File: config.mk
export PLATFORM = sky130hd
export DESIGN_NAME = ammlg_top
export DESIGN_NICKNAME = d
export VERILOG_FILES = /design/src/pkg/ammlg_pkg.sv /design/src/hw/ammlg_top.sv /design/src/hw/ammlg_flag.sv
export SDC_FILE = /design/constraint.sdc
export NUM_CORES = 1
export LEC_CHECK = 0
export BUFFER_PORTS_ARGS = -buffer_cell sky130_fd_sc_hd__buf_2
export CAP_MARGIN = 20
export CELL_PAD_IN_SITES_DETAIL_PLACEMENT = 0
export CELL_PAD_IN_SITES_GLOBAL_PLACEMENT = 1
export CORE_MARGIN = 5
export CORE_UTILIZATION = 41
export CTS_BUF_LIST = sky130_fd_sc_hd__clkbuf_4 sky130_fd_sc_hd__clkbuf_8
export DETAILED_ROUTE_END_ITERATION = 16
export HOLD_SLACK_MARGIN = 0.1
export PLACE_DENSITY_LB_ADDON = 0.1
export SYNTH_ARGS = -nofsm -noshare
export SYNTH_HDL_FRONTEND = slang
export SYNTH_SLANG_ARGS = --single-unit
File: constraint.sdc
create_clock -name clk_i -period 2.7 [get_ports clk_i]
set_clock_uncertainty 0.2 [all_clocks]
set_input_delay 0.405 -clock clk_i [delete_from_list [all_inputs] [get_ports clk_i]]
set_output_delay 0.405 -clock clk_i [all_outputs]
set_load 0.03 [all_outputs]
File: src/pkg/ammlg_pkg.sv
// Purpose: Constants for the alarm mask and mute logic
// Assumes: 20 MHz device clock, byte-wide registers on a plain port
// Notes:   Register offsets are byte addresses on the control port
//
// Summary of operation
// - Set trigger-divider realign flag, bit 2, when a reference edge realigns divider.
// - Set misalign flag, bit 1, on off-position reference edge while align disabled.
// - Set clock realign flag, bit 0, when reference edge or strobe realigns clocks.
// - Flags stay set until software writes one; writing zero leaves them.
// - Alarm mask bit 7 keeps FIFO level alarms off the alarm output.
// - Alarm mask bit 6 keeps lane clock loss alarms off the alarm output.
// - Alarm mask bit 5 keeps strobe position alarms off the alarm output.
// - Alarm mask bit 2 keeps trigger realign flag off the alarm output.
// - Alarm mask bit 1 keeps misalign flag off the alarm output.
// - Alarm mask bit 0 keeps clock realign flag off the alarm output.
// - FIFO level alarms mute output unless mute mask bit 7 set.
// - Lane clock loss alarms mute output unless mute mask bit 6 set.
// - Strobe position alarms mute output unless mute mask bit 5 set.
// - Trigger realign flag mutes unless mute mask bit 2; resets to one.
// - Misalign flag mutes unless mute mask bit 1; resets to one.
// - Clock realign flag mutes unless mute mask bit 0; resets to one.
// - After reset mute mask is 0x07 and alarm mask is 0x00.
// - Enabled banks raise their own FIFO almost-empty and almost-full alarms.
// - Configured banks raise lane clock loss on missing half of edges in eight periods.
// - Strobe at unexpected position raises per-bank strobe alarm, realigns unless locked.
package ammlg_pkg;

  // ----------------------------------------
  // Register map
  // ----------------------------------------
  localparam logic [11:0] AMMLG_SYS_ALARM_ADDR = 12'h0822;
  localparam logic [11:0] AMMLG_ALARM_OUTPUT_MASK_ADDR  = 12'h0823;
  localparam logic [11:0] AMMLG_MUTE_MASK_ADDR = 12'h0824;
  localparam logic [11:0] AMMLG_NEIGH_ADDR0    = 12'h0820;
  localparam logic [11:0] AMMLG_NEIGH_ADDR1    = 12'h0821;

  localparam logic [7:0] AMMLG_ALARM_OUTPUT_MASK_RST  = 8'h00;
  localparam logic [7:0] AMMLG_MUTE_MASK_RST = 8'h07;
  localparam logic [7:0] AMMLG_SYS_ALARM_RST = 8'h00;
  localparam logic [7:0] AMMLG_ZERO_BYTE     = 8'h00;

  // ----------------------------------------
  // Field positions
  // ----------------------------------------
  localparam int AMMLG_BIT_CLK_REALIGN  = 0;
  localparam int AMMLG_BIT_MISALIGN     = 1;
  localparam int AMMLG_BIT_TRIG_REALIGN = 2;
  localparam int AMMLG_BIT_STROBE       = 5;
  localparam int AMMLG_BIT_LANE_CLK     = 6;
  localparam int AMMLG_BIT_FIFO         = 7;
  localparam int AMMLG_NUM_SYS_FLAGS    = 3;
  localparam int AMMLG_NUM_BANKS        = 4;

endpackage

File: src/hw/ammlg_top.sv
// Purpose: Alarm gathering, alarm output masking and output mute request
// Assumes: Event inputs come from logic on clk_i and are one-cycle pulses
// Notes:   Neighbour alarm bytes are mirrored read-only for convenience
module ammlg_top
  import ammlg_pkg::*;
(
  input  wire logic        clk_i,
  input  wire logic        srst_i,
  input  wire logic [11:0] addr_i,
  input  wire logic [7:0]  wdata_i,
  input  wire logic        wr_i,
  input  wire logic        rd_i,
  input  wire logic        trig_realign_i,
  input  wire logic        sysref_edge_i,
  input  wire logic        sysref_on_align_i,
  input  wire logic        sysref_align_enable_i,
  input  wire logic        clk_realign_i,
  input  wire logic [3:0]  fifo_empty_alarm_i,
  input  wire logic [3:0]  fifo_full_alarm_i,
  input  wire logic [3:0]  lane_clock_loss_alarm_i,
  input  wire logic [3:0]  strobe_position_alarm_i,
  output logic [7:0]       rdata_o,
  output logic             alarm_o,
  output logic             mute_o,
  output logic [7:0]       alarm_output_mask_o,
  output logic [7:0]       output_mute_mask_o
);

  // ----------------------------------------
  // State
  // ----------------------------------------
  typedef struct packed {
    logic [4:0] sys_reserved;
    logic [7:0] alarm_output_mask;
    logic [7:0] output_mute_mask;
    logic [7:0] rdata;
    logic       alarm;
    logic       mute;
  } ammlg_state_t;

  ammlg_state_t state;
  ammlg_state_t next_state;

  logic [AMMLG_NUM_SYS_FLAGS-1:0] sys_set;
  logic [AMMLG_NUM_SYS_FLAGS-1:0] sys_clr;
  logic [AMMLG_NUM_SYS_FLAGS-1:0] sys_flags;
  logic [7:0]                     system_alarm_flags;
  logic                           fifo_any;
  logic                           lane_any;
  logic                           strobe_any;
  logic [7:0]                     alarm_sources;
  logic                           wr_sys;

  // ----------------------------------------
  // Flag sources
  // ----------------------------------------
  // Misalign only counts while alignment is not enabled; with alignment on,
  // an off-position edge is the expected realignment, not a fault.
  always_comb
  begin
    sys_set[AMMLG_BIT_TRIG_REALIGN] = trig_realign_i;
    sys_set[AMMLG_BIT_MISALIGN]     = sysref_edge_i && !sysref_on_align_i
                                      && !sysref_align_enable_i;
    sys_set[AMMLG_BIT_CLK_REALIGN]  = clk_realign_i;
  end

  assign wr_sys = wr_i && (addr_i == AMMLG_SYS_ALARM_ADDR);

  genvar g;
  generate
    for (g = 0; g < AMMLG_NUM_SYS_FLAGS; g++)
    begin : g_flag
      assign sys_clr[g] = wr_sys && wdata_i[g];
      ammlg_flag u_flag (
        .clk_i  (clk_i),
        .srst_i (srst_i),
        .set_i  (sys_set[g]),
        .clr_i  (sys_clr[g]),
        .flag_o (sys_flags[g])
      );
    end
  endgenerate

  assign system_alarm_flags = {state.sys_reserved, sys_flags};

  // Per-bank alarms are already sticky in the neighbour status logic.
  assign fifo_any   = |{fifo_empty_alarm_i, fifo_full_alarm_i};
  assign lane_any   = |lane_clock_loss_alarm_i;
  assign strobe_any = |strobe_position_alarm_i;

  always_comb
  begin
    alarm_sources                         = AMMLG_ZERO_BYTE;
    alarm_sources[AMMLG_BIT_FIFO]         = fifo_any;
    alarm_sources[AMMLG_BIT_LANE_CLK]     = lane_any;
    alarm_sources[AMMLG_BIT_STROBE]       = strobe_any;
    alarm_sources[AMMLG_BIT_TRIG_REALIGN] = sys_flags[AMMLG_BIT_TRIG_REALIGN];
    alarm_sources[AMMLG_BIT_MISALIGN]     = sys_flags[AMMLG_BIT_MISALIGN];
    alarm_sources[AMMLG_BIT_CLK_REALIGN]  = sys_flags[AMMLG_BIT_CLK_REALIGN];
  end

  // ----------------------------------------
  // Next state
  // ----------------------------------------
  always_comb
  begin
    next_state       = state;
    next_state.rdata = AMMLG_ZERO_BYTE;
    if (wr_i)
    begin
      case (addr_i)
        AMMLG_SYS_ALARM_ADDR:
        begin
          next_state.sys_reserved = wdata_i[7:3];
        end
        AMMLG_ALARM_OUTPUT_MASK_ADDR:
        begin
          next_state.alarm_output_mask = wdata_i;
        end
        AMMLG_MUTE_MASK_ADDR:
        begin
          next_state.output_mute_mask = wdata_i;
        end
        default:
        begin
          next_state.rdata = AMMLG_ZERO_BYTE;
        end
      endcase
    end
    if (rd_i)
    begin
      case (addr_i)
        AMMLG_SYS_ALARM_ADDR: next_state.rdata = system_alarm_flags;
        AMMLG_ALARM_OUTPUT_MASK_ADDR:  next_state.rdata = state.alarm_output_mask;
        AMMLG_MUTE_MASK_ADDR: next_state.rdata = state.output_mute_mask;
        AMMLG_NEIGH_ADDR0:    next_state.rdata = {fifo_empty_alarm_i, fifo_full_alarm_i};
        AMMLG_NEIGH_ADDR1:
        begin
          next_state.rdata = {lane_clock_loss_alarm_i, strobe_position_alarm_i};
        end
        default:              next_state.rdata = AMMLG_ZERO_BYTE;
      endcase
    end
    // Reserved mask bits 4..3 have no source, so they never gate anything.
    next_state.alarm = |(alarm_sources & ~state.alarm_output_mask);
    next_state.mute  = |(alarm_sources & ~state.output_mute_mask);
  end

  // ----------------------------------------
  // Registers
  // ----------------------------------------
  always_ff @(posedge clk_i)
  begin
    if (srst_i)
    begin
      state.sys_reserved      <= '0;
      state.alarm_output_mask <= AMMLG_ALARM_OUTPUT_MASK_RST;
      state.output_mute_mask  <= AMMLG_MUTE_MASK_RST;
      state.rdata             <= AMMLG_ZERO_BYTE;
      state.alarm             <= 1'b0;
      state.mute              <= 1'b0;
    end
    else
    begin
      state <= next_state;
    end
  end

  assign rdata_o             = state.rdata;
  assign alarm_o             = state.alarm;
  assign mute_o              = state.mute;
  assign alarm_output_mask_o = state.alarm_output_mask;
  assign output_mute_mask_o  = state.output_mute_mask;

  // ----------------------------------------
  // Checks
  // ----------------------------------------
  // Open sources after each mask; a masked source must never reach its output
  logic [7:0] alarm_open;
  logic [7:0] mute_open;

  assign alarm_open = alarm_sources & ~state.alarm_output_mask;
  assign mute_open  = alarm_sources & ~state.output_mute_mask;

  a_trig_sets_flag: assert property (@(posedge clk_i) disable iff (srst_i)
    trig_realign_i |=> sys_flags[AMMLG_BIT_TRIG_REALIGN])
    else $error("trigger realign flag not set");

  a_trig_quiet: assert property (@(posedge clk_i) disable iff (srst_i)
    (!sys_flags[AMMLG_BIT_TRIG_REALIGN] && !trig_realign_i)
    |=> !sys_flags[AMMLG_BIT_TRIG_REALIGN])
    else $error("trigger realign flag set without an event");

  a_misalign_sets: assert property (@(posedge clk_i) disable iff (srst_i)
    (sysref_edge_i && !sysref_on_align_i && !sysref_align_enable_i)
    |=> sys_flags[AMMLG_BIT_MISALIGN])
    else $error("misalign flag not set");

  a_misalign_quiet: assert property (@(posedge clk_i) disable iff (srst_i)
    (!sys_flags[AMMLG_BIT_MISALIGN] && sysref_align_enable_i)
    |=> !sys_flags[AMMLG_BIT_MISALIGN])
    else $error("misalign flag set while alignment enabled");

  a_clk_realign: assert property (@(posedge clk_i) disable iff (srst_i)
    clk_realign_i |=> sys_flags[AMMLG_BIT_CLK_REALIGN])
    else $error("clock realign flag not set");

  a_clk_quiet: assert property (@(posedge clk_i) disable iff (srst_i)
    (!sys_flags[AMMLG_BIT_CLK_REALIGN] && !clk_realign_i)
    |=> !sys_flags[AMMLG_BIT_CLK_REALIGN])
    else $error("clock realign flag set without an event");

  a_w1c_clears: assert property (@(posedge clk_i) disable iff (srst_i)
    (wr_sys && wdata_i[0] && !sys_set[0]) |=> !sys_flags[0])
    else $error("write one did not clear flag");

  a_w1c_misalign: assert property (@(posedge clk_i) disable iff (srst_i)
    (wr_sys && wdata_i[AMMLG_BIT_MISALIGN] && !sys_set[AMMLG_BIT_MISALIGN])
    |=> !sys_flags[AMMLG_BIT_MISALIGN])
    else $error("write one did not clear misalign flag");

  a_w1c_trig: assert property (@(posedge clk_i) disable iff (srst_i)
    (wr_sys && wdata_i[AMMLG_BIT_TRIG_REALIGN] && !sys_set[AMMLG_BIT_TRIG_REALIGN])
    |=> !sys_flags[AMMLG_BIT_TRIG_REALIGN])
    else $error("write one did not clear trigger realign flag");

  a_zero_keeps: assert property (@(posedge clk_i) disable iff (srst_i)
    (wr_sys && (sys_flags & wdata_i[AMMLG_NUM_SYS_FLAGS-1:0]) == 3'h0)
    |=> (($past(sys_flags) & ~sys_flags) == 3'h0))
    else $error("write of zero cleared a flag");

  a_fifo_alarm: assert property (@(posedge clk_i) disable iff (srst_i)
    alarm_open[AMMLG_BIT_FIFO] |=> alarm_o)
    else $error("unmasked fifo alarm not on output");

  a_lane_alarm: assert property (@(posedge clk_i) disable iff (srst_i)
    alarm_open[AMMLG_BIT_LANE_CLK] |=> alarm_o)
    else $error("unmasked lane clock alarm not on output");

  a_strobe_alarm: assert property (@(posedge clk_i) disable iff (srst_i)
    alarm_open[AMMLG_BIT_STROBE] |=> alarm_o)
    else $error("unmasked strobe alarm not on output");

  a_trig_alarm: assert property (@(posedge clk_i) disable iff (srst_i)
    alarm_open[AMMLG_BIT_TRIG_REALIGN] |=> alarm_o)
    else $error("unmasked trigger realign flag not on output");

  a_misalign_alarm: assert property (@(posedge clk_i) disable iff (srst_i)
    alarm_open[AMMLG_BIT_MISALIGN] |=> alarm_o)
    else $error("unmasked misalign flag not on output");

  a_realign_alarm: assert property (@(posedge clk_i) disable iff (srst_i)
    alarm_open[AMMLG_BIT_CLK_REALIGN] |=> alarm_o)
    else $error("unmasked clock realign flag not on output");

  a_fifo_alarm_off: assert property (@(posedge clk_i) disable iff (srst_i)
    (alarm_sources[AMMLG_BIT_FIFO] && alarm_open == AMMLG_ZERO_BYTE) |=> !alarm_o)
    else $error("masked fifo alarm reached output");

  a_lane_alarm_off: assert property (@(posedge clk_i) disable iff (srst_i)
    (alarm_sources[AMMLG_BIT_LANE_CLK] && alarm_open == AMMLG_ZERO_BYTE) |=> !alarm_o)
    else $error("masked lane clock alarm reached output");

  a_strobe_alarm_off: assert property (@(posedge clk_i) disable iff (srst_i)
    (alarm_sources[AMMLG_BIT_STROBE] && alarm_open == AMMLG_ZERO_BYTE) |=> !alarm_o)
    else $error("masked strobe alarm reached output");

  a_trig_alarm_off: assert property (@(posedge clk_i) disable iff (srst_i)
    (alarm_sources[AMMLG_BIT_TRIG_REALIGN] && alarm_open == AMMLG_ZERO_BYTE) |=> !alarm_o)
    else $error("masked trigger realign flag reached output");

  a_misalign_alarm_off: assert property (@(posedge clk_i) disable iff (srst_i)
    (alarm_sources[AMMLG_BIT_MISALIGN] && alarm_open == AMMLG_ZERO_BYTE) |=> !alarm_o)
    else $error("masked misalign flag reached output");

  a_realign_alarm_off: assert property (@(posedge clk_i) disable iff (srst_i)
    (alarm_sources[AMMLG_BIT_CLK_REALIGN] && alarm_open == AMMLG_ZERO_BYTE) |=> !alarm_o)
    else $error("masked clock realign flag reached output");

  a_fifo_mute: assert property (@(posedge clk_i) disable iff (srst_i)
    mute_open[AMMLG_BIT_FIFO] |=> mute_o)
    else $error("unmasked fifo alarm did not mute");

  a_lane_mute: assert property (@(posedge clk_i) disable iff (srst_i)
    mute_open[AMMLG_BIT_LANE_CLK] |=> mute_o)
    else $error("unmasked lane clock alarm did not mute");

  a_strobe_mute: assert property (@(posedge clk_i) disable iff (srst_i)
    mute_open[AMMLG_BIT_STROBE] |=> mute_o)
    else $error("unmasked strobe alarm did not mute");

  a_trig_mute: assert property (@(posedge clk_i) disable iff (srst_i)
    mute_open[AMMLG_BIT_TRIG_REALIGN] |=> mute_o)
    else $error("unmasked trigger realign flag did not mute");

  a_misalign_mute: assert property (@(posedge clk_i) disable iff (srst_i)
    mute_open[AMMLG_BIT_MISALIGN] |=> mute_o)
    else $error("unmasked misalign flag did not mute");

  a_realign_mute: assert property (@(posedge clk_i) disable iff (srst_i)
    mute_open[AMMLG_BIT_CLK_REALIGN] |=> mute_o)
    else $error("unmasked clock realign flag did not mute");

  a_fifo_mute_off: assert property (@(posedge clk_i) disable iff (srst_i)
    (alarm_sources[AMMLG_BIT_FIFO] && mute_open == AMMLG_ZERO_BYTE) |=> !mute_o)
    else $error("masked fifo alarm muted output");

  a_lane_mute_off: assert property (@(posedge clk_i) disable iff (srst_i)
    (alarm_sources[AMMLG_BIT_LANE_CLK] && mute_open == AMMLG_ZERO_BYTE) |=> !mute_o)
    else $error("masked lane clock alarm muted output");

  a_strobe_mute_off: assert property (@(posedge clk_i) disable iff (srst_i)
    (alarm_sources[AMMLG_BIT_STROBE] && mute_open == AMMLG_ZERO_BYTE) |=> !mute_o)
    else $error("masked strobe alarm muted output");

  a_trig_mute_off: assert property (@(posedge clk_i) disable iff (srst_i)
    (alarm_sources[AMMLG_BIT_TRIG_REALIGN] && mute_open == AMMLG_ZERO_BYTE) |=> !mute_o)
    else $error("masked trigger realign flag muted output");

  a_misalign_mute_off: assert property (@(posedge clk_i) disable iff (srst_i)
    (alarm_sources[AMMLG_BIT_MISALIGN] && mute_open == AMMLG_ZERO_BYTE) |=> !mute_o)
    else $error("masked misalign flag muted output");

  a_realign_mute_off: assert property (@(posedge clk_i) disable iff (srst_i)
    (alarm_sources[AMMLG_BIT_CLK_REALIGN] && mute_open == AMMLG_ZERO_BYTE) |=> !mute_o)
    else $error("masked clock realign flag muted output");

  a_mute_reset: assert property (@(posedge clk_i)
    $fell(srst_i) |-> (output_mute_mask_o == AMMLG_MUTE_MASK_RST
    && alarm_output_mask_o == AMMLG_ALARM_OUTPUT_MASK_RST))
    else $error("mask reset values wrong");

  a_reset_quiet: assert property (@(posedge clk_i)
    $fell(srst_i) |-> (!alarm_o && !mute_o && system_alarm_flags == AMMLG_SYS_ALARM_RST))
    else $error("alarm state not cleared by reset");

  a_alarm_masked: assert property (@(posedge clk_i) disable iff (srst_i)
    (alarm_open == AMMLG_ZERO_BYTE) |=> !alarm_o)
    else $error("alarm output without a pending unmasked alarm");

  a_mute_follow: assert property (@(posedge clk_i) disable iff (srst_i)
    (mute_open == AMMLG_ZERO_BYTE) |=> !mute_o)
    else $error("mute without a pending unmasked alarm");

  a_read_idle: assert property (@(posedge clk_i) disable iff (srst_i)
    !rd_i |=> (rdata_o == AMMLG_ZERO_BYTE))
    else $error("read data stood without a read");

  a_read_reserved: assert property (@(posedge clk_i) disable iff (srst_i)
    (rd_i && addr_i == AMMLG_SYS_ALARM_ADDR) |=> (rdata_o[7:3] == $past(state.sys_reserved)))
    else $error("reserved alarm bits not read back");

  c_trig_alarm: cover property (@(posedge clk_i) disable iff (srst_i)
    trig_realign_i ##2 alarm_o);
  c_lane_mute: cover property (@(posedge clk_i) disable iff (srst_i)
    lane_any ##1 mute_o);
  c_clear_flag: cover property (@(posedge clk_i) disable iff (srst_i)
    sys_flags[0] ##1 (wr_sys && wdata_i[0]) ##1 !sys_flags[0]);

endmodule

File: src/hw/ammlg_flag.sv
// Purpose: One sticky write-one-to-clear flag
// Assumes: Set and clear are single-cycle pulses on clk_i
// Notes:   Set wins over a clear in the same cycle
module ammlg_flag
  import ammlg_pkg::*;
(
  input  wire logic clk_i,
  input  wire logic srst_i,
  input  wire logic set_i,
  input  wire logic clr_i,
  output logic      flag_o
);

  typedef struct packed {
    logic flag;
  } ammlg_flag_state_t;

  ammlg_flag_state_t state;
  ammlg_flag_state_t next_state;

  always_comb
  begin
    next_state = state;
    if (set_i)
    begin
      next_state.flag = 1'b1;
    end
    else if (clr_i)
    begin
      next_state.flag = 1'b0;
    end
  end

  always_ff @(posedge clk_i)
  begin
    if (srst_i)
    begin
      state <= '0;
    end
    else
    begin
      state <= next_state;
    end
  end

  assign flag_o = state.flag;

  a_flag_sticky: assert property (@(posedge clk_i) disable iff (srst_i)
    (flag_o && !clr_i) |=> flag_o)
    else $error("sticky flag dropped without a clear");

endmodule

---- Yosys cells after proc, flatten, opt, wreduce, memory -nomap -nowiden ----
Cells that the tools add are included.
cells by class
  eq/ne operators ......................... 5
  muxes and demuxes ....................... 8
  bitwise gates (word level) .............. 4
  reductions and logical operators ........ 19
operators by type and width
  kind                    count
  $eq A12 B12 Y1 const B  5
  $pmux W8 S5             1
  $reduce_or A8 Y1        3
  $and A8 B8 Y8           2
  $not A8 Y8              2
  $mux W8                 1
  $reduce_or A4 Y1        2
  $logic_and A1 B1 Y1     6
  $mux W1                 6
  $reduce_and A2 Y1       3
  $reduce_bool A2 Y1      3
  $logic_not A1 Y1        2
word-level totals
  register bits ........................... 34
  logic and storage cells ................. 45

---- Logic depth before layout (Yosys ltp) ----
Gate-level depths: netlist (run 1).
  depth after elaboration ................. 5
  mapped depth ............................ 6
  depth with buffers taken out ............ 3

---- Modules after synthesis ----
A second synthesis (run 1) with hierarchy kept.
unflattened totals
  cells, all modules ...................... 194
  area total of the unflattened synthesis .. 1860.5 um^2
by module, submodules not included
  module      instances  cells each  area each (um^2)  seq. area each (um^2)
  ammlg_top   1          182         1744.2            620.6
  ammlg_flag  3          4           38.8              20.0

---- Worst setup path after synthesis (run 1) ----
OpenSTA, ideal clock, no wires.
  path kind ............................... input to register
  start point ............................. in addr_i[3]
  end point ............................... reg state[26] (netlist bit)
  setup time .............................. 0.072 ns
  arrival time ............................ 1.493 ns
  required time ........................... 2.428 ns
  slack ................................... 0.935 ns
  cell stages on the path ................. 5
  buffers on the path ..................... 2
  cells stage by stage .................... buf_4 nor4b_4 and4_1 buf_6 mux2i_1
on the way
  cells in the longest elaborated chain, start to end .. 2
RTL lines
  element                             RTL line          text
  start: declaration                  ammlg_top.sv:9    input wire logic [11:0] addr_i,
  $eq A12 B12 Y1                      ammlg_top.sv:111  case (addr_i)
  $reduce_and A2 Y1 (no source line)  -
  end signal: assignment              ammlg_top.sv:165  state <= next_state;
  end: declaration                    ammlg_top.sv:41   ammlg_state_t state;
Every way passes these cells.
A chain may end at the register's enable or synchronous reset.

---- Worst setup path after layout (run 1) ----
  start point ............................. in addr_i[0]
  end point ............................... reg state[28] (netlist bit)
The elaborated chain is that of the path after synthesis.

==> impl_table.tex, run 1 <==
\begin{tabular}{lr}
\hline
Metric & Value \\
\hline
\multicolumn{2}{l}{\textbf{Setup path}} \\
CP Class & input pin to flop \\
Beginning of the critical path & addr\_i[0] \\
Cell chain of the critical path & buf\_2 -> nor4b\_4 -> and4\_1 -> mux2i\_1 \\
Critical Path Max Stage Delay & approximately 0.54 ns \\
Cell family contributing the most delay on the critical path & simple AND/OR/NAND/NOR gates \\
Critical path's slowest cell & and4\_1 \\
Endpoint required time on the critical path & 2.72 ns \\
Critical Path Sink Type & flop \\
Largest driver fanout on the critical path & 9 \\
CP bufs+invs & 1 \\
Arrival time of the worst setup path & approximately 1.7 ns \\
Critical path startpoint category & input pin \\
Launching point of the worst reg2reg path & alarm\_output\_mask\_o[2]\$\_SDFFE\_PP0P\_ \\
\multicolumn{2}{l}{\textbf{Hold path}} \\
Hold Crit Class & input pin to flop \\
Worst hold start & wdata\_i[2] \\
\multicolumn{2}{l}{\textbf{Place}} \\
DP Area & roughly 2100 um\^{}2 \\
Buffers on Ports & 70 \\
Final Wtd Congestion & 0.752 \\
HPWL after DPL & between 3000 and 4000 um \\
\multicolumn{2}{l}{\textbf{Drt}} \\
DRC violation count after routing & 0 \\
Via density per instance & between 5 and 6 \\
Routed wire length & approximately 5000 um \\
Number of DRC markers after the initial detailed-route iteration & around 130 \\
Iteration count of the initial detailed-routing pass & 4 \\
DRT antenna net count & 0 \\
Routed via count & 1567 \\
Routed len/inst & between 15 and 20 um \\
\multicolumn{2}{l}{\textbf{STA}} \\
Worst slew margin & between 50 and 60\% \\
Slew at the pin closest to its max-slew limit & roughly 0.66 ns \\
Unrepaired setup endpoints after global routing & no \\
Time the worst path needs with I/O delays and setup & 1.66 ns \\
Period utilisation layout & around three fifths \\
Worst hold slack after final layout & around 0.14 ns \\
Total Neg Setup Slack & 0 ns \\
Final Hold Vio Count & 0 \\
Max frequency & 0.604 GHz \\
Final setup violation count & 0 \\
Final count of pins violating max slew & 0 \\
\multicolumn{2}{l}{\textbf{CTS}} \\
Maximum buffer depth of the clock tree & 2 \\
Clk pin slew, worst setup/hold paths & $\sim$0.070 ns \\
Sinks on the clock net & 34 \\
\# hold bufs at CTS & 0 \\
Setup fix buffers added after clock tree synthesis & 0 \\
Clock root cell & clkbuf\_8 \\
TritonCTS Buffers & 5 \\
Skew-Pair Late Insertion Delay & a little under 0.3 ns \\
H-tree depth & 2 \\
CTS tree & built \\
Number of cells upsized or downsized after cts & 0 \\
\multicolumn{2}{l}{\textbf{Logic synthesis}} \\
Number of enable flip-flop cells after synthesis & 0 \\
Synthesized net count & 245 \\
Avg Synthesized Cell Area & 9.73 um\^{}2 \\
Main synth FF type & dfxtp\_1 \\
Synth top area share & 35.0\% \\
Share of async-settable or async-resettable flops after synthesis & 0\% \\
Sequential element share of the synthesized area & 35.0\% \\
Synth Cell Area & 1950 um\^{}2 \\
Cells after Synth & 200 \\
Yosys cell types & 31 \\
Synth area leader & dfxtp\_1 \\
Biggest area contributors in the synthesized netlist & dfxtp\_1 35\%, mux2i\_1 11\%, buf\_4 9.6\%, nand2b\_1 8.4\%, a222oi\_1 3.1\% \\
FF+latch count, synth & 34 \\
Synthesis Warnings & 0 \\
\multicolumn{2}{l}{\textbf{Finish}} \\
Antenna cells & 0 \\
Proportion of layout cells with a drive suffix above 1 & about two fifths \\
Synthesis-to-layout area growth & 14.3\% \\
Final std cell area, no fill & around 2200 um\^{}2 \\
Final net count & 291 \\
\multicolumn{2}{l}{\textbf{GRT}} \\
First-pass GRT wire length & between 7000 and 8000 um \\
Via count of the first global-routing pass & between 1000 and 1500 \\
Maximum number of pins on one net before global-route repair & 39 \\
Gr ovfl total & 0 \\
All-layer global routing usage & $\sim$16\% \\
Initial antenna violation count & 0 \\
\multicolumn{2}{l}{\textbf{Power and ir drop}} \\
Leakage Power & $\sim$1.0 nW \\
Peak ir drop on the vdd network & roughly 0.21 mV \\
Post-layout total power & 1.02 mW \\
Power per standard cell area & between 400 and 500 nW/um\^{}2 \\
\multicolumn{2}{l}{\textbf{Outcome}} \\
Outcome & complete, no violations \\
\multicolumn{2}{l}{\textbf{Flow run}} \\
Number of violations of the max-capacitance limit & 0 \\
\multicolumn{2}{l}{\textbf{Floorplanning}} \\
Floorplan die height & 78.9 um \\
I/O pin cnt & slightly above 70 \\
Initial standard-cell utilization of the core & approximately two fifths \\
Area of the die & 6220 um\^{}2 \\
Row count & 25 \\
Core region area & 4660 um\^{}2 \\
Horizontal extent of the die & slightly below 80 um \\
\hline
\end{tabular}
[where the power goes]
group          switching, mW  internal (mW)  leakage, nW  total (mW)
clock network          0.186          0.216       0.0517       0.402
logic                 0.0564         0.0522        0.687       0.109
registers            0.00383          0.506        0.275       0.510
total                  0.246          0.774         1.01        1.02
[metrics by stage]
step	cells	setup WS (ns)	utilization (%)
after floorplan	200	0.935	-
after global placement	293	0.775	45.7
after detailed placement	293	0.714	45.7
after CTS	301	1.03	47.7
after global routing	301	0.939	47.7
final	301	1.04	47.7
[cell families after synthesis]
family	synth area share, %
simple gates	23.7
compound gates	13.1
buf+inv	15.1
mux	13.1
flops	35.0
[flip-flops by register name, indices dropped and copies added (netlist names)]
register and count:
state 5, mute_o 1, rdata_o 8, alarm_output_mask_o 8
g_flag.u_flag.flag_o 3, alarm_o 1, output_mute_mask_o 8
[placed cells by master (no fill, tap or decap), drive strengths merged, types with 2 or more instances in the layout]
cell type,count
and4,3
a311oi,3
nand2,9
or4,2
a41oi,2
and4bb,2
nor4b,3
o21bai,2
or2,4
mux2i,21
clkbuf,7
mux2,4
buf,74
nor2,10
a22oi,8
nor4,4
dfxtp,34
nand4,2
a222oi,6
a31oi,4
nand2b,26
inv,8
a21oi,5
[cells in the mapped netlist (all sizes together), types with 3 or more instances]
cell type / n
clkbuf: 4
a31oi: 4
dfxtp: 34
nor4b: 3
a22oi: 8
nand2b: 26
or2: 4
mux2i: 21
and4: 3
buf: 31
a311oi: 3
nand2: 9
nor2: 10
inv: 8
a222oi: 6
mux2: 4
a21oi: 5
nor4: 4
[per-layer routing]
metal  up-vias  global-route usage, %  routed length [um]
li1        789                      -                   -
met1       706                   23.5                2390
met2        66                   23.2                2070
met3         6                   4.54                 422
met4         0                   5.67                  68
met5         -                      0                   0
[area by class of cell]
| class | count | area [um^2] |
|---|---|---|
| fill | 466 | 2440 |
| multi-input combinational | 123 | 971 |
| sequential | 34 | 681 |
| timing repair buffer | 74 | 380 |
| clock buffer | 7 | 90.1 |
| tap | 54 | 67.6 |
| inverter | 8 | 30.0 |
| clock inverter | 1 | 5.00 |
[final timing paths]
check,slack (ns),cells past startpoint,end
min reg2reg,0.28,2,state[27]$_SDFFE_PP0P_
min,0.14,2,g_flag[2].u_flag.flag_o$_SDFFE_PP0P_
max reg2reg,1.35,3,alarm_o$_SDFF_PP0_
max,1.04,4,state[28]$_SDFFE_PP0P_
No activity file was read; power rests on OpenSTA's default activity.
==> inputs of run 2 (changes only) <==
--- a/config.mk
+++ b/config.mk
@@ -5,12 +5,13 @@
 export SDC_FILE = /design/constraint.sdc
 export NUM_CORES = 1
 export LEC_CHECK = 0
+export ABC_AREA = 1
 export BUFFER_PORTS_ARGS = -buffer_cell sky130_fd_sc_hd__buf_2
 export CAP_MARGIN = 20
 export CELL_PAD_IN_SITES_DETAIL_PLACEMENT = 0
 export CELL_PAD_IN_SITES_GLOBAL_PLACEMENT = 1
 export CORE_MARGIN = 5
-export CORE_UTILIZATION = 41
+export CORE_UTILIZATION = 36
 export CTS_BUF_LIST = sky130_fd_sc_hd__clkbuf_4 sky130_fd_sc_hd__clkbuf_8
 export DETAILED_ROUTE_END_ITERATION = 16
 export HOLD_SLACK_MARGIN = 0.1
==> constraint.sdc (replaced) <==
create_clock -name clk_i -period 1.7 [get_ports clk_i]
set_clock_uncertainty 0.2 [all_clocks]
set_input_delay 0.255 -clock clk_i [delete_from_list [all_inputs] [get_ports clk_i]]
set_output_delay 0.255 -clock clk_i [all_outputs]
set_load 0.03 [all_outputs]
==> impl_table.tex, run 2 <==
\begin{tabular}{lr}
\hline
Metric & Value \\
\hline
\multicolumn{2}{l}{\textbf{Outcome}} \\
Outcome & complete, no violations \\
\multicolumn{2}{l}{\textbf{Logic synthesis}} \\
Synth area leader & dfxtp\_1 \\
Synthesis Warnings & 0 (unchanged) \\
Biggest area contributors in the synthesized netlist & dfxtp\_1 34\%, nor2\_1 13\%, nand3\_1 11\%, buf\_4 9.3\%, nor2\_8 5.0\% \\
Cells after Synth & 278 (+39\%) \\
Main synth FF type & dfxtp\_1 \\
Sequential element share of the synthesized area & 33.7\% (-1.3 points) \\
Most frequent cell after synthesis & nor2\_1 \\
Yosys cell types & 22 (-29\%) \\
Avg Synthesized Cell Area & 7.26 um\^{}2 (-25\%) \\
Synth top area share & 33.7\% (-1.3 points) \\
Synthesized net count & 323 (+32\%) \\
FF+latch count, synth & 34 (unchanged) \\
Most used standard cells in the synthesized netlist & 68 x nor2\_1, 46 x nand3\_1, 34 x dfxtp\_1 \\
Synth Cell Area & 2020 um\^{}2 (+3.8\%) \\
Number of enable flip-flop cells after synthesis & 0 (unchanged) \\
Share of async-settable or async-resettable flops after synthesis & 0\% (unchanged) \\
\multicolumn{2}{l}{\textbf{Flow run}} \\
Number of violations of the max-capacitance limit & 0 (unchanged) \\
\multicolumn{2}{l}{\textbf{Hold path}} \\
Min-Delay Path Depth & 3 (+1) \\
Hold Crit Class & input pin to flop \\
\multicolumn{2}{l}{\textbf{Floorplanning}} \\
Initial standard-cell utilization of the core & 36.9\% (-4.8 points) \\
Row count & 27 (+8.0\%) \\
Core region area & 5470 um\^{}2 (+17\%) \\
Floorplan die height & 84.9 um (+7.6\%) \\
Area of the die & 7210 um\^{}2 (+16\%) \\
I/O pin cnt & 71 (unchanged) \\
Horizontal extent of the die & 84.9 um (+7.6\%) \\
\multicolumn{2}{l}{\textbf{CTS}} \\
Sinks on the clock net & 34 (unchanged) \\
TritonCTS Buffers & 5 (unchanged) \\
Clock root cell & clkbuf\_8 \\
H-tree depth & 2 (unchanged) \\
CTS tree & built \\
Skew-Pair Late Insertion Delay & 0.28 ns (about the same) \\
Maximum buffer depth of the clock tree & 2 (unchanged) \\
Setup fix buffers added after clock tree synthesis & 0 (unchanged) \\
Clk pin slew, worst setup/hold paths & 0.07 ns (about the same) \\
\multicolumn{2}{l}{\textbf{STA}} \\
Worst slew margin & 74.4\% (+19 points) \\
Final setup slack of the worst path & 0.151 ns (-0.893 ns) \\
Final setup violation count & 0 (unchanged) \\
Unrepaired setup endpoints after global routing & no \\
Final count of pins violating max slew & 0 (unchanged) \\
Period utilisation layout & 91.1\% \\
Time the worst path needs with I/O delays and setup & $\sim$1.5 ns \\
Slew at the pin closest to its max-slew limit & 0.384 ns (-0.274 ns) \\
Total Neg Setup Slack & 0 ns (unchanged) \\
Max frequency & approximately 0.65 GHz \\
Final Hold Vio Count & 0 (unchanged) \\
\multicolumn{2}{l}{\textbf{Drt}} \\
Routed len/inst & 13.4 um (-18\%) \\
Routed wire length & 5620 um (+13\%) \\
DRT antenna net count & 0 (unchanged) \\
Iteration count of the initial detailed-routing pass & 4 (unchanged) \\
Number of DRC markers after the initial detailed-route iteration & 108 (-14\%) \\
Routed via count & 1920 (+23\%) \\
Via density per instance & 4.59 (-12\%) \\
DRC violation count after routing & 0 (unchanged) \\
\multicolumn{2}{l}{\textbf{GRT}} \\
First-pass GRT wire length & 9630 um (+25\%) \\
Via count of the first global-routing pass & 1908 (+29\%) \\
Gr ovfl total & 0 (unchanged) \\
Initial antenna violation count & 0 (unchanged) \\
Maximum number of pins on one net before global-route repair & 22 (-44\%) \\
All-layer global routing usage & 16.5\% (+0.20 points) \\
\multicolumn{2}{l}{\textbf{Finish}} \\
Non-Filler Instances & 418 (+39\%) \\
Antenna cells & 0 (unchanged) \\
Most frequent cells in the layout & 70 x buf\_2, 68 x nor2\_1, 46 x nand3\_1 \\
Synthesis-to-layout area growth & 24.5\% \\
Proportion of layout cells with a drive suffix above 1 & 32.9\% (-7.1 points) \\
Final std cell area, no fill & 2510 um\^{}2 (+13\%) \\
Final net count & 390 (+34\%) \\
Most common cell after layout, fill and taps aside & buf\_2 \\
\multicolumn{2}{l}{\textbf{Power and ir drop}} \\
Peak ir drop on the vdd network & 0.390 mV (+84\%) \\
Power per standard cell area & 646 nW/um\^{}2 (+41\%) \\
Combinational power share & 11.1\% (+0.5 points) \\
Part of the power in registers & 49.7\% (-0.3 points) \\
Switching pwr & 396 uW (+61\%) \\
Leakage Power & 1.29 nW (+27\%) \\
Share of power burned in the clock network & 39.2\% (-0.2 points) \\
Switching share of power & 24.4\% (+0.26 points) \\
Internal power of the cells & 1.23 mW (+59\%) \\
Post-layout total power & 1.62 mW (+59\%) \\
\multicolumn{2}{l}{\textbf{Place}} \\
HPWL after DPL & 4420 um (+16\%) \\
Count of placed standard cells including taps & 397 (+35\%) \\
Buffers on Ports & 70 (unchanged) \\
DP Area & 2290 um\^{}2 (+7.5\%) \\
Post-Place Worst Slack & 0.0284 ns (-0.685 ns) \\
Final Wtd Congestion & 0.789 (+5.0\%) \\
\multicolumn{2}{l}{\textbf{Setup path}} \\
Critical Path Sink Type & flop \\
Arrival time of the worst setup path & 1.57 ns (-0.10 ns) \\
Cells on worst reg2reg path & 3 (unchanged) \\
CP Class & input pin to flop \\
Critical path startpoint category & input pin \\
Largest driver fanout on the critical path & 21 (+12) \\
Endpoint required time on the critical path & 1.72 ns (-1.00 ns) \\
\hline
\end{tabular}
## run 2: cells by family (layout without fill, tap and decap cells)
kind of cell / after synthesis / after routing / synth area share (%)
flip-flops: 34 / 34 / 33.7
AO/OA/AOI/OAI: 36 / 36 / 10.1
buffers and inverters: 52 / 120 / 16.0
AND/OR/NAND/NOR: 156 / 156 / 40.2
## run 2: metal layers
| metal | track usage (%) | vias up | routed length, um |
|---|---|---|---|
| met5 | 0 | - | 0 |
| met4 | 3.45 | 0 | 19 |
| met3 | 3.88 | 2 | 347 |
| met2 | 25.3 | 54 | 2420 |
| met1 | 23.6 | 851 | 2830 |
| li1 | - | 1013 | - |
## run 2: area by class of cell
class,count,area (um^2)
fillers,620,2960
repair buffers,91,553
inverters,21,78.8
clock buffers,7,90.1
clock inverters,1,5.00
well taps,72,90.1
multi-input cells,192,1020
flip-flops and latches,34,681
## run 2: stage by stage
step / util [%] / hold slack [ns]
2_1_floorplan: - / 0.124
3_3_place_gp: 41.8 / 0.269
3_5_place_dp: 41.8 / 0.274
4_1_cts: 45.9 / 0.109
5_1_grt: 45.9 / 0.117
6_report: 45.9 / 0.111
## run 2: what timing repair did
action / CTS / global route
endpoints found under the hold margin: 26 / 0
hold buffers: 13 / 0
resized for setup: 0 / 0
## run 2: worst max-delay path: stages
cell and delay [ns]:
dlygate4sd3_1 0.53, buf_2 0.16, inv_1 0.16, buf_4 0.26, o21ai_0 0.11, nor2_1 0.09
## run 2: final timing paths
kind / startpoint / endpoint / slack [ns]
worst min-delay path: rd_i / rdata_o[7]$_SDFF_PP0_ / 0.11
worst min register to register: g_flag[2].u_flag.flag_o$_SDFFE_PP0P_ / g_flag[2].u_flag.flag_o$_SDFFE_PP0P_ / 0.30
worst max-delay path: srst_i / alarm_output_mask_o[1]$_SDFFE_PP0P_ / 0.15
worst max register to register: alarm_output_mask_o[7]$_SDFFE_PP0P_ / alarm_o$_SDFF_PP0_ / 0.60
## run 2: power groups by stage
stage          sequential [mW]  combinational, mW  clock (mW)
6_report                 0.808              0.180       0.637
5_1_grt                  0.808              0.201       0.689
4_1_cts                  0.808              0.181       0.654
3_5_place_dp             0.826              0.158           0
3_3_place_gp             0.826              0.159           0
2_1_floorplan            0.830             0.0655           0
